File: src/logic/io_cell_consts.svh
// register offsets, field positions and reset values of the io cell
`ifndef IO_CELL_CONSTS_SVH
`define IO_CELL_CONSTS_SVH

// byte addresses of the register words
`define CELL_CFG_OFS      8'h00
`define CELL_STAT_OFS     8'h04
`define CELL_ADR_W        8

// configuration word fields
`define CFG_CODE_LSB      0
`define CFG_CODE_MSB      5
`define CFG_POL_BIT       8
`define CFG_MULT_LSB      9
`define CFG_MULT_MSB      10
`define CFG_GATE_BIT      12

// reset values: input-only registered pad, rising edges, x1, gate open
`define CFG_CODE_RST      6'h00
`define CFG_POL_RST       1'h0
`define CFG_MULT_RST      2'h0
`define CFG_GATE_RST      1'h0

// status word fields
`define STAT_IN0_BIT      0
`define STAT_IN1_BIT      1
`define STAT_OE_BIT       2
`define STAT_OUT_BIT      3
`define STAT_PHASE_BIT    4
`define STAT_MULT_OK_BIT  5

// number of replicated pad drivers at most
`define PAD_LANES         3
`define MULT_X2           2'h2
`define MULT_X3           2'h3
`endif

File: src/logic/io_cell_pkg.sv
// types shared by the io cell and its bench
package io_cell_pkg;
    // input behaviour, low two bits of the function code
    typedef enum logic [1:0] {
        IN_REG      = 2'b00,
        IN_COMB     = 2'b01,
        IN_REG_HOLD = 2'b10,
        IN_HOLD     = 2'b11
    } in_mode_t;

    // output data path, bits 3:2 of the function code
    typedef enum logic [1:0] {
        DM_DDR  = 2'b00,
        DM_REG  = 2'b01,
        DM_COMB = 2'b10,
        DM_INV  = 2'b11
    } data_mode_t;

    // output drive control, bits 5:4 of the function code
    typedef enum logic [1:0] {
        DRV_NONE   = 2'b00,
        DRV_ALWAYS = 2'b01,
        DRV_EN     = 2'b10,
        DRV_REGEN  = 2'b11
    } drive_mode_t;

    // fabric signals into the cell
    typedef struct packed {
        logic d_out_0;   // data after the first launch edge
        logic d_out_1;   // data after the second launch edge
        logic out_en;    // drive control, high drives
        logic in_hold;   // input hold control
        logic clk_gate;  // shared clock gate
    } fabric_to_cell_t;

    // cell signals back to the fabric
    typedef struct packed {
        logic d_in_0;    // first-edge or direct input
        logic d_in_1;    // second-edge input
    } cell_to_fabric_t;
endpackage : io_cell_pkg

File: src/logic/configurable_io_cell.sv
// configurable pad cell with wishbone configuration port
//
// Local design decisions: the Wishbone slave port and the placing of the registers.
`include "io_cell_consts.svh"
// What this block does
// - six-bit code: low input, high output
// - code 01 passes pad straight through
// - code 11 holds input while hold asserted
// - code 00 registers pad on capture edge
// - code 10 registers, frozen while hold high
// - ddr input: first edge d0, second d1
// - output code 0000 never drives pad
// - 0110/1010/1110 drive data unregistered
// - 0101/1001/1101 drive launch-registered data
// - ddr output: d0 first edge, d1 second
// - 0111/1011/1111 drive inverted registered data
// - code 100000 gives full ddr cell
// - default code 000000, registered input only
// - polarity option flips every flip-flop edge
// - one gate, capture and launch clocks
// - unused gate means always enabled
// - x2/x3 replicate any driving registered-data pad
// - global variant buffers pad input
// - standalone buffer forwards fabric signal
module configurable_io_cell (
    // system
    input  wire logic                         sys_clk,
    input  wire logic                         reset,
    // wishbone slave
    input  wire logic                         wb_cyc_i,
    input  wire logic                         wb_stb_i,
    input  wire logic                         wb_we_i,
    input  wire logic [`CELL_ADR_W-1:0]       wb_adr_i,
    input  wire logic [3:0]                   wb_sel_i,
    input  wire logic [31:0]                  wb_dat_i,
    output logic      [31:0]                  wb_dat_o,
    output logic                              wb_ack_o,
    // cell clocks, sampled as levels
    input  wire logic                         capture_clk,
    input  wire logic                         launch_clk,
    // fabric side
    input  wire io_cell_pkg::fabric_to_cell_t fabric_i,
    output io_cell_pkg::cell_to_fabric_t      fabric_o,
    // global buffers
    input  wire logic                         fabric_signal_in,
    output logic                              gbuf_pad_out,
    output logic                              gbuf_fabric_out,
    // package pin, one driver per replica
    input  wire logic                         pad_in,
    output logic      [`PAD_LANES-1:0]        pad_out,
    output logic      [`PAD_LANES-1:0]        pad_oe
);
    import io_cell_pkg::*;

    // configuration registers
    logic [5:0]            code_ff;      // function code
    logic                  pol_ff;       // edge polarity option
    logic [1:0]            mult_ff;      // drive multiplier
    logic                  gate_used_ff; // gate treated as connected

    // bus answer
    logic                  ack_ff;
    logic [31:0]           rdat_ff;

    // clock level history for edge detection
    logic                  cap_prev_ff;
    logic                  lau_prev_ff;

    // input side flops
    logic                  in0_ff;
    logic                  in1_ff;

    // launch side flops
    logic                  out0_ff;
    logic                  out1_ff;
    logic                  oe_reg_ff;
    logic                  phase_ff;     // high after first launch edge

    // pad and buffer flops
    logic [`PAD_LANES-1:0] pad_out_ff;
    logic [`PAD_LANES-1:0] pad_oe_ff;
    logic                  gb_pad_ff;
    logic                  gb_fab_ff;

    // function code map:
    //   bits 1:0 input path
    //     00 registered, second flop for ddr
    //     01 pad passed straight through
    //     10 registered, frozen by hold
    //     11 pad followed, held by hold
    //   bits 3:2 output data path
    //     00 ddr, d0 then d1
    //     01 d0 registered on launch
    //     10 d0 passed straight through
    //     11 d0 registered and inverted
    //   bits 5:4 drive: 00 never, 01 always,
    //     10 enable, 11 enable registered
    // decoded fields
    in_mode_t              in_mode;
    data_mode_t            data_mode;
    drive_mode_t           drive_mode;

    wire [1:0] in_bits   = code_ff[1:0];
    wire [1:0] dm_bits   = code_ff[3:2];
    wire [1:0] drv_bits  = code_ff[5:4];
    assign in_mode    = in_mode_t'(in_bits);
    assign data_mode  = data_mode_t'(dm_bits);
    assign drive_mode = drive_mode_t'(drv_bits);


    // a request is taken once; the ack flop blocks a
    // second take while the master still holds stb
    // bus decode
    wire       bus_req   = wb_cyc_i & wb_stb_i & ~ack_ff;
    wire       bus_wr    = bus_req & wb_we_i;
    wire       sel_cfg   = (wb_adr_i == `CELL_CFG_OFS);
    wire       sel_stat  = (wb_adr_i == `CELL_STAT_OFS);
    wire       wr_cfg_b0 = bus_wr & sel_cfg & wb_sel_i[0];
    wire       wr_cfg_b1 = bus_wr & sel_cfg & wb_sel_i[1];

    // clocks are sampled levels: each level must last
    // a system clock, and a clock high at release
    // counts as a rising edge
    // raw clock edges
    wire cap_rise = capture_clk & ~cap_prev_ff;
    wire cap_fall = ~capture_clk & cap_prev_ff;
    wire lau_rise = launch_clk & ~lau_prev_ff;
    wire lau_fall = ~launch_clk & lau_prev_ff;

    // active edges after polarity; first edge is the "rising" one
    // polarity 1 moves every flop to the other edge
    wire cap_pri  = pol_ff ? cap_fall : cap_rise;
    wire cap_sec  = pol_ff ? cap_rise : cap_fall;
    wire lau_pri  = pol_ff ? lau_fall : lau_rise;
    wire lau_sec  = pol_ff ? lau_rise : lau_fall;

    // shared gate, open when not marked as connected
    // a gate left unconnected must never stop the cell
    wire gate_on  = ~gate_used_ff | fabric_i.clk_gate;
    wire cap_en0  = gate_on & cap_pri;
    wire cap_en1  = gate_on & cap_sec;
    wire lau_en0  = gate_on & lau_pri;
    wire lau_en1  = gate_on & lau_sec;

    // replication only for registered-data pads that drive
    // every other mode keeps lane 0 alone
    wire mult_ok  = (data_mode == DM_REG) &&
                    (drive_mode != DRV_NONE);

    // next values
    logic                  nxt_in0;
    logic                  nxt_in1;
    logic                  nxt_data;
    logic                  nxt_drive;
    logic [`PAD_LANES-1:0] lane_mask;
    logic [31:0]           nxt_rdat;

    // input path selection
    // flops keep their value unless a branch loads them
    always_comb begin
        nxt_in0 = in0_ff;
        nxt_in1 = in1_ff;
        case (in_mode)
            IN_COMB: begin
                nxt_in0 = pad_in;
            end
            IN_HOLD: begin
                // keep last value while hold is high
                if (!fabric_i.in_hold) begin
                    nxt_in0 = pad_in;
                end
            end
            IN_REG: begin
                // both edges captured, ddr when d_in_1 used
                if (cap_en0) begin
                    nxt_in0 = pad_in;
                end
                if (cap_en1) begin
                    nxt_in1 = pad_in;
                end
            end
            IN_REG_HOLD: begin
                // register frozen while hold is high
                if (!fabric_i.in_hold && cap_en0) begin
                    nxt_in0 = pad_in;
                end
                if (!fabric_i.in_hold && cap_en1) begin
                    nxt_in1 = pad_in;
                end
            end
            default: begin
                nxt_in0 = in0_ff;
            end
        endcase
    end

    // output data selection
    // inverted data still waits for its launch edge
    always_comb begin
        case (data_mode)
            DM_COMB: nxt_data = fabric_i.d_out_0;
            DM_REG:  nxt_data = out0_ff;
            DM_DDR: begin
                // first half after first edge, second after next
                nxt_data = phase_ff ? out0_ff : out1_ff;
            end
            DM_INV:  nxt_data = ~out0_ff;
            default: nxt_data = 1'h0;
        endcase
    end

    // drive control selection
    // codes 00xx never drive, whatever the data
    always_comb begin
        case (drive_mode)
            DRV_NONE:   nxt_drive = 1'h0;
            DRV_ALWAYS: nxt_drive = 1'h1;
            DRV_EN:     nxt_drive = fabric_i.out_en;
            DRV_REGEN:  nxt_drive = oe_reg_ff;
            default:    nxt_drive = 1'h0;
        endcase
    end

    // a disabled replica floats and shows zero, so the
    // pin sees only the lanes that really drive
    // which replicas drive
    always_comb begin
        lane_mask = 3'h1;
        if (mult_ok && mult_ff == `MULT_X2) begin
            lane_mask = 3'h3;
        end else if (mult_ok && mult_ff == `MULT_X3) begin
            lane_mask = 3'h7;
        end
    end

    // read data mux
    // unmapped places read zero
    always_comb begin
        nxt_rdat = 32'h0;
        if (sel_cfg) begin
            nxt_rdat[`CFG_CODE_MSB:`CFG_CODE_LSB] = code_ff;
            nxt_rdat[`CFG_POL_BIT]                = pol_ff;
            nxt_rdat[`CFG_MULT_MSB:`CFG_MULT_LSB] = mult_ff;
            nxt_rdat[`CFG_GATE_BIT]               = gate_used_ff;
        end else if (sel_stat) begin
            nxt_rdat[`STAT_IN0_BIT]     = in0_ff;
            nxt_rdat[`STAT_IN1_BIT]     = in1_ff;
            nxt_rdat[`STAT_OE_BIT]      = pad_oe_ff[0];
            nxt_rdat[`STAT_OUT_BIT]     = pad_out_ff[0];
            nxt_rdat[`STAT_PHASE_BIT]   = phase_ff;
            nxt_rdat[`STAT_MULT_OK_BIT] = mult_ok;
        end
    end

    // bus answer, one cycle after the request
    // read data stands only in the ack cycle
    always_ff @(posedge sys_clk) begin
        if (reset) begin
            ack_ff  <= 1'h0;
            rdat_ff <= 32'h0;
        end else begin
            ack_ff  <= bus_req;
            rdat_ff <= bus_req ? nxt_rdat : 32'h0;
        end
    end

    // configuration writes, low byte then high byte
    // lane 0 carries the code, lane 1 the options;
    // the status word ignores writes
    always_ff @(posedge sys_clk) begin
        if (reset) begin
            code_ff      <= `CFG_CODE_RST;
            pol_ff       <= `CFG_POL_RST;
            mult_ff      <= `CFG_MULT_RST;
            gate_used_ff <= `CFG_GATE_RST;
        end else begin
            if (wr_cfg_b0) begin
                code_ff <= wb_dat_i[`CFG_CODE_MSB:`CFG_CODE_LSB];
            end
            if (wr_cfg_b1) begin
                pol_ff       <= wb_dat_i[`CFG_POL_BIT];
                mult_ff      <= wb_dat_i[`CFG_MULT_MSB:`CFG_MULT_LSB];
                gate_used_ff <= wb_dat_i[`CFG_GATE_BIT];
            end
        end
    end

    // clock level history
    always_ff @(posedge sys_clk) begin
        if (reset) begin
            cap_prev_ff <= 1'h0;
            lau_prev_ff <= 1'h0;
        end else begin
            cap_prev_ff <= capture_clk;
            lau_prev_ff <= launch_clk;
        end
    end

    // input flops
    // both loaded every clock; the path mux decides
    always_ff @(posedge sys_clk) begin
        if (reset) begin
            in0_ff <= 1'h0;
            in1_ff <= 1'h0;
        end else begin
            in0_ff <= nxt_in0;
            in1_ff <= nxt_in1;
        end
    end

    // launch flops: first edge takes d0 and enable, second d1
    // the registered enable moves with d0 only
    always_ff @(posedge sys_clk) begin
        if (reset) begin
            out0_ff   <= 1'h0;
            out1_ff   <= 1'h0;
            oe_reg_ff <= 1'h0;
        end else begin
            if (lau_en0) begin
                out0_ff   <= fabric_i.d_out_0;
                oe_reg_ff <= fabric_i.out_en;
            end
            if (lau_en1) begin
                out1_ff <= fabric_i.d_out_1;
            end
        end
    end

    // ddr phase follows the launch clock, not the gate
    // so the pad never shows a stale half when the
    // gate opens again
    always_ff @(posedge sys_clk) begin
        if (reset) begin
            phase_ff <= 1'h0;
        end else if (lau_pri) begin
            phase_ff <= 1'h1;
        end else if (lau_sec) begin
            phase_ff <= 1'h0;
        end
    end

    // pad drivers, floating lanes carry zero
    // lanes past the multiplier stay off
    always_ff @(posedge sys_clk) begin
        if (reset) begin
            pad_out_ff <= 3'h0;
            pad_oe_ff  <= 3'h0;
        end else begin
            pad_oe_ff  <= {`PAD_LANES{nxt_drive}} & lane_mask;
            pad_out_ff <= {`PAD_LANES{nxt_data & nxt_drive}} &
                          lane_mask;
        end
    end

    // global buffers for pad input and fabric signal
    // one cycle late, like every other output
    always_ff @(posedge sys_clk) begin
        if (reset) begin
            gb_pad_ff <= 1'h0;
            gb_fab_ff <= 1'h0;
        end else begin
            gb_pad_ff <= pad_in;
            gb_fab_ff <= fabric_signal_in;
        end
    end

    // outputs straight from flops
    assign wb_ack_o        = ack_ff;
    assign wb_dat_o        = rdat_ff;
    assign fabric_o.d_in_0 = in0_ff;
    assign fabric_o.d_in_1 = in1_ff;
    assign pad_out         = pad_out_ff;
    assign pad_oe          = pad_oe_ff;
    assign gbuf_pad_out    = gb_pad_ff;
    assign gbuf_fabric_out = gb_fab_ff;
endmodule : configurable_io_cell

File: config.mk
export PLATFORM = sky130hd
export DESIGN_NAME = configurable_io_cell
export DESIGN_NICKNAME = d
export VERILOG_FILES = /design/src/logic/io_cell_pkg.sv /design/src/logic/configurable_io_cell.sv
export VERILOG_INCLUDE_DIRS = /design/src /design/src/logic
export SDC_FILE = /design/constraint.sdc
export NUM_CORES = 1
export LEC_CHECK = 0
export BUFFER_PORTS_ARGS = -buffer_cell sky130_fd_sc_hd__buf_2
export CORE_MARGIN = 1.5
export CORE_UTILIZATION = 41
export CTS_BUF_LIST = sky130_fd_sc_hd__clkbuf_16
export DETAILED_ROUTE_END_ITERATION = 8
export PLACE_DENSITY = 0.86
export SLEW_MARGIN = 20
export SYNTH_ARGS = -nofsm -noshare
export SYNTH_HDL_FRONTEND = slang
export SYNTH_SLANG_ARGS = --single-unit
File: constraint.sdc
create_clock -name sys_clk -period 2 [get_ports sys_clk]
set_input_delay 0.1 -clock sys_clk [delete_from_list [all_inputs] [get_ports sys_clk]]
set_output_delay 0.1 -clock sys_clk [all_outputs]
set_load 0.02 [all_outputs]
==> flow_summary.json <==
{
  "status": "finished clean",
  "hold_depth": 2,
  "synthFlopType": "dfxtp_1",
  "avgViaCountPerCell": 4.686,
  "fmax_ghz": 0.5998,
  "ys_types": 32,
  "skew_ns": 0.003297,
  "num_rows": 22,
  "fin_nets": 280,
  "grt_pass1_wl_mm": 4.830,
  "clkPwrFrac_pct": 45.0,
  "area_growth_pct": 21.57,
  "crit_slowest_cell": "a2111oi_2",
  "port_buffers": 54,
  "critPathKind": "register to register",
  "syn-cell-area_um2": 1630,
  "power_mw": 1.631,
  "max-vdd-ir-drop_uv": 282.9,
  "final_util_pct": 52.94,
  "ctsLongestPathBuffers": 2,
  "clockRootBuffer": "clkbuf_16",
  "finalWorstPathRequiredPeriod_ns": 1.667,
  "tritoncts": "yes",
  "hold_class": "input pin to register",
  "hold_buffers": 0,
  "cts_inserted_buffers": 5,
  "finalSetupViolCount": 0,
  "first_pass_iters": 4,
  "grtUsageTotal_pct": 15.40,
  "diodes": 0,
  "hold_violations": 0,
  "h-tree-depth": 2,
  "ys_seq_area_share_pct": 45.43,
  "drv_slew": 0,
  "power_per_cell_area_nw_per_um2": 822.9,
  "seqCellArea_um2": 740.7,
  "start_util_pct": 43.55,
  "clock-sinks": 37,
  "cp.arrival_ns": 1.82,
  "p_int_mw": 1.254,
  "cts_resized": 0,
  "path_clk_slew_ns": 0.05,
  "rsz0062_at_grt": "no",
  "crit_required_ns": 2.16,
  "grt_start_max_net_pins": 25,
  "pwr-share-seq_pct": 46.4,
  "grt_overflow": 0,
  "end_kind": "register",
  "drt_wl_total_mm": 3.113,
  "synthArstFlopShare_pct": 0,
  "yosysWarnings": 0,
  "gp_congestion": 0.8216,
  "drive_gt1_share_pct": 28.70,
  "max-cap-violations": 0,
  "route.detailed.drc": 0,
  "crit_path_start_kind": "register",
  "multi_input_area_um2": 753.2,
  "swShare_pct": 23.10,
  "clkLatencyLatePin_ns": 0.28,
  "synth_cells": 168,
  "cts_setup_buffers": 0,
  "ys_ff_latch": 37,
  "setup_ws_ns": 0.3328,
  "tns_ns": 0,
  "synth-edff-count": 0,
  "tightest_slew_ns": 0.4960,
  "ant_nets": 0,
  "drt_iter0_drc": 65,
  "core-area_um2": 3744,
  "power_frac_comb_pct": 8.6,
  "p_leak_nw": 0.9933,
  "die_w_um": 66.06,
  "crit_chain": "or3b_1 > a2111oi_2 > mux2i_1 > nor2_2",
  "grt_pass1_vias": 1083,
  "die_h_um": 66.06,
  "worstRegToRegCells": 4,
  "place_hpwl_mm": 2.343,
  "antenna_found_initial": 0,
  "fin_crit_sh_pct": 83.36,
  "drt-wirelength-per-cell_um": 11.49,
  "critPathMaxStageDelay_ns": 0.43,
  "nFillCells": 369,
  "syn_avg_cell_area_um2": 9.704,
  "vias": 1270,
  "cp_max_fo": 12,
  "relSlewSlack_pct": 66.83,
  "die_area_um2": 4364,
  "power_switching_mw": 0.3768,
  "dp_slack_ns": 0.3327,
  "io_pins": 101
}
[layer usage]
layer	share of wire, %	track usage (%)
met3	8.9	7.155
met2	47	25.13
met1	42	16.67
met4	2.2	7.908
met5	0	0
[cells in the final DEF (no fill, tap or decap), types with 2 or more instances in the layout]
cell type	instances
dfxtp_1	37
maj3_1	2
or3b_1	4
nand4_1	2
clkbuf_16	5
nand3b_1	4
nor2_1	24
o21ai_1	2
a21oi_1	3
conb_1	22
and2_1	5
mux2i_1	19
a211oi_1	2
nor3_1	3
and3b_1	3
clkinv_2	2
nor2b_1	11
buf_2	54
inv_1	6
[cell usage after synthesis, types with 2 or more instances]
cell type | count | area (um2)
buf_4 | 24 | 180.2
dfxtp_1 | 37 | 740.7
maj3_1 | 2 | 20.02
nand4_1 | 2 | 12.51
nor2b_1 | 11 | 68.82
nand3b_1 | 4 | 30.03
a211oi_1 | 2 | 15.01
nor2_1 | 24 | 90.09
a21oi_1 | 3 | 15.01
or3b_1 | 4 | 35.03
clkbuf_1 | 3 | 11.26
nor3_1 | 3 | 15.01
mux2i_1 | 19 | 190.2
o21ai_1 | 2 | 10.01
and3b_1 | 3 | 26.28
and2_1 | 5 | 31.28
inv_1 | 5 | 18.77
[per-stage QoR]
stage	cell area (um2)	hold WS, ns	cells
CTS	1982	0.04088	271
detailed placement	1843	0.3322	263
global route	1982	0.05003	271
floorplan	1709	0.1819	189
finish	1982	0.04012	271
global placement	1843	0.3259	263
[area by class of cell]
class	count	share of cell area, %
clock inverter	3	0.6944
timing repair buffer	54	13.64
inverter	5	0.9470
tap	48	3.030
sequential	37	37.37
multi-input combinational	119	38.01
clock buffer	5	6.313
[state kept, by name, summed over array words and instances, names as in the netlist, 2 cells and up]
register,cells
code_ff,6
wb_dat_o,10
mult_ff,2
pad_oe,3
pad_out,3
[cells by family after synthesis]
kind of cell | count (synthesis) | share of synthesized area [%]
and+or+nand+nor | 62 | 21.72
DFF | 37 | 45.43
buffers and inverters | 33 | 13.20
muxes | 19 | 11.67
AOI/OAI and AO/OA | 13 | 5.985
adders and majority gates | 2 | 1.228
other | 1 | 0.2300
xor gates and xnor gates | 1 | 0.5373
[worst paths after layout]
path                  startpoint                         end  slack (ns)
max          pol_ff$_SDFFE_PP0P_         in1_ff$_SDFFE_PP0P_        0.33
min             fabric_signal_in  gbuf_fabric_out$_SDFF_PP0_        0.04
max reg2reg  pol_ff$_SDFFE_PP0P_         in1_ff$_SDFFE_PP0P_        0.33
min reg2reg  in0_ff$_SDFFE_PP0P_         in0_ff$_SDFFE_PP0P_        0.48
[worst max-delay path: cells and delay by family (launching register included)]
kind	cells	cell delay, ns
AOI/OAI and AO/OA	1	0.43
muxes	1	0.26
DFF	1	0.40
and+or+nand+nor	2	0.46
[power groups by stage]
stage | Clock (mW) | Combinational, mW | Sequential (mW)
floorplan | 0 | 0.124 | 0.775
global placement | 0 | 0.137 | 0.772
detailed placement | 0 | 0.139 | 0.773
CTS | 0.755 | 0.140 | 0.757
global route | 0.796 | 0.154 | 0.758
finish | 0.734 | 0.140 | 0.757
(Power assumes the default switching activity.)
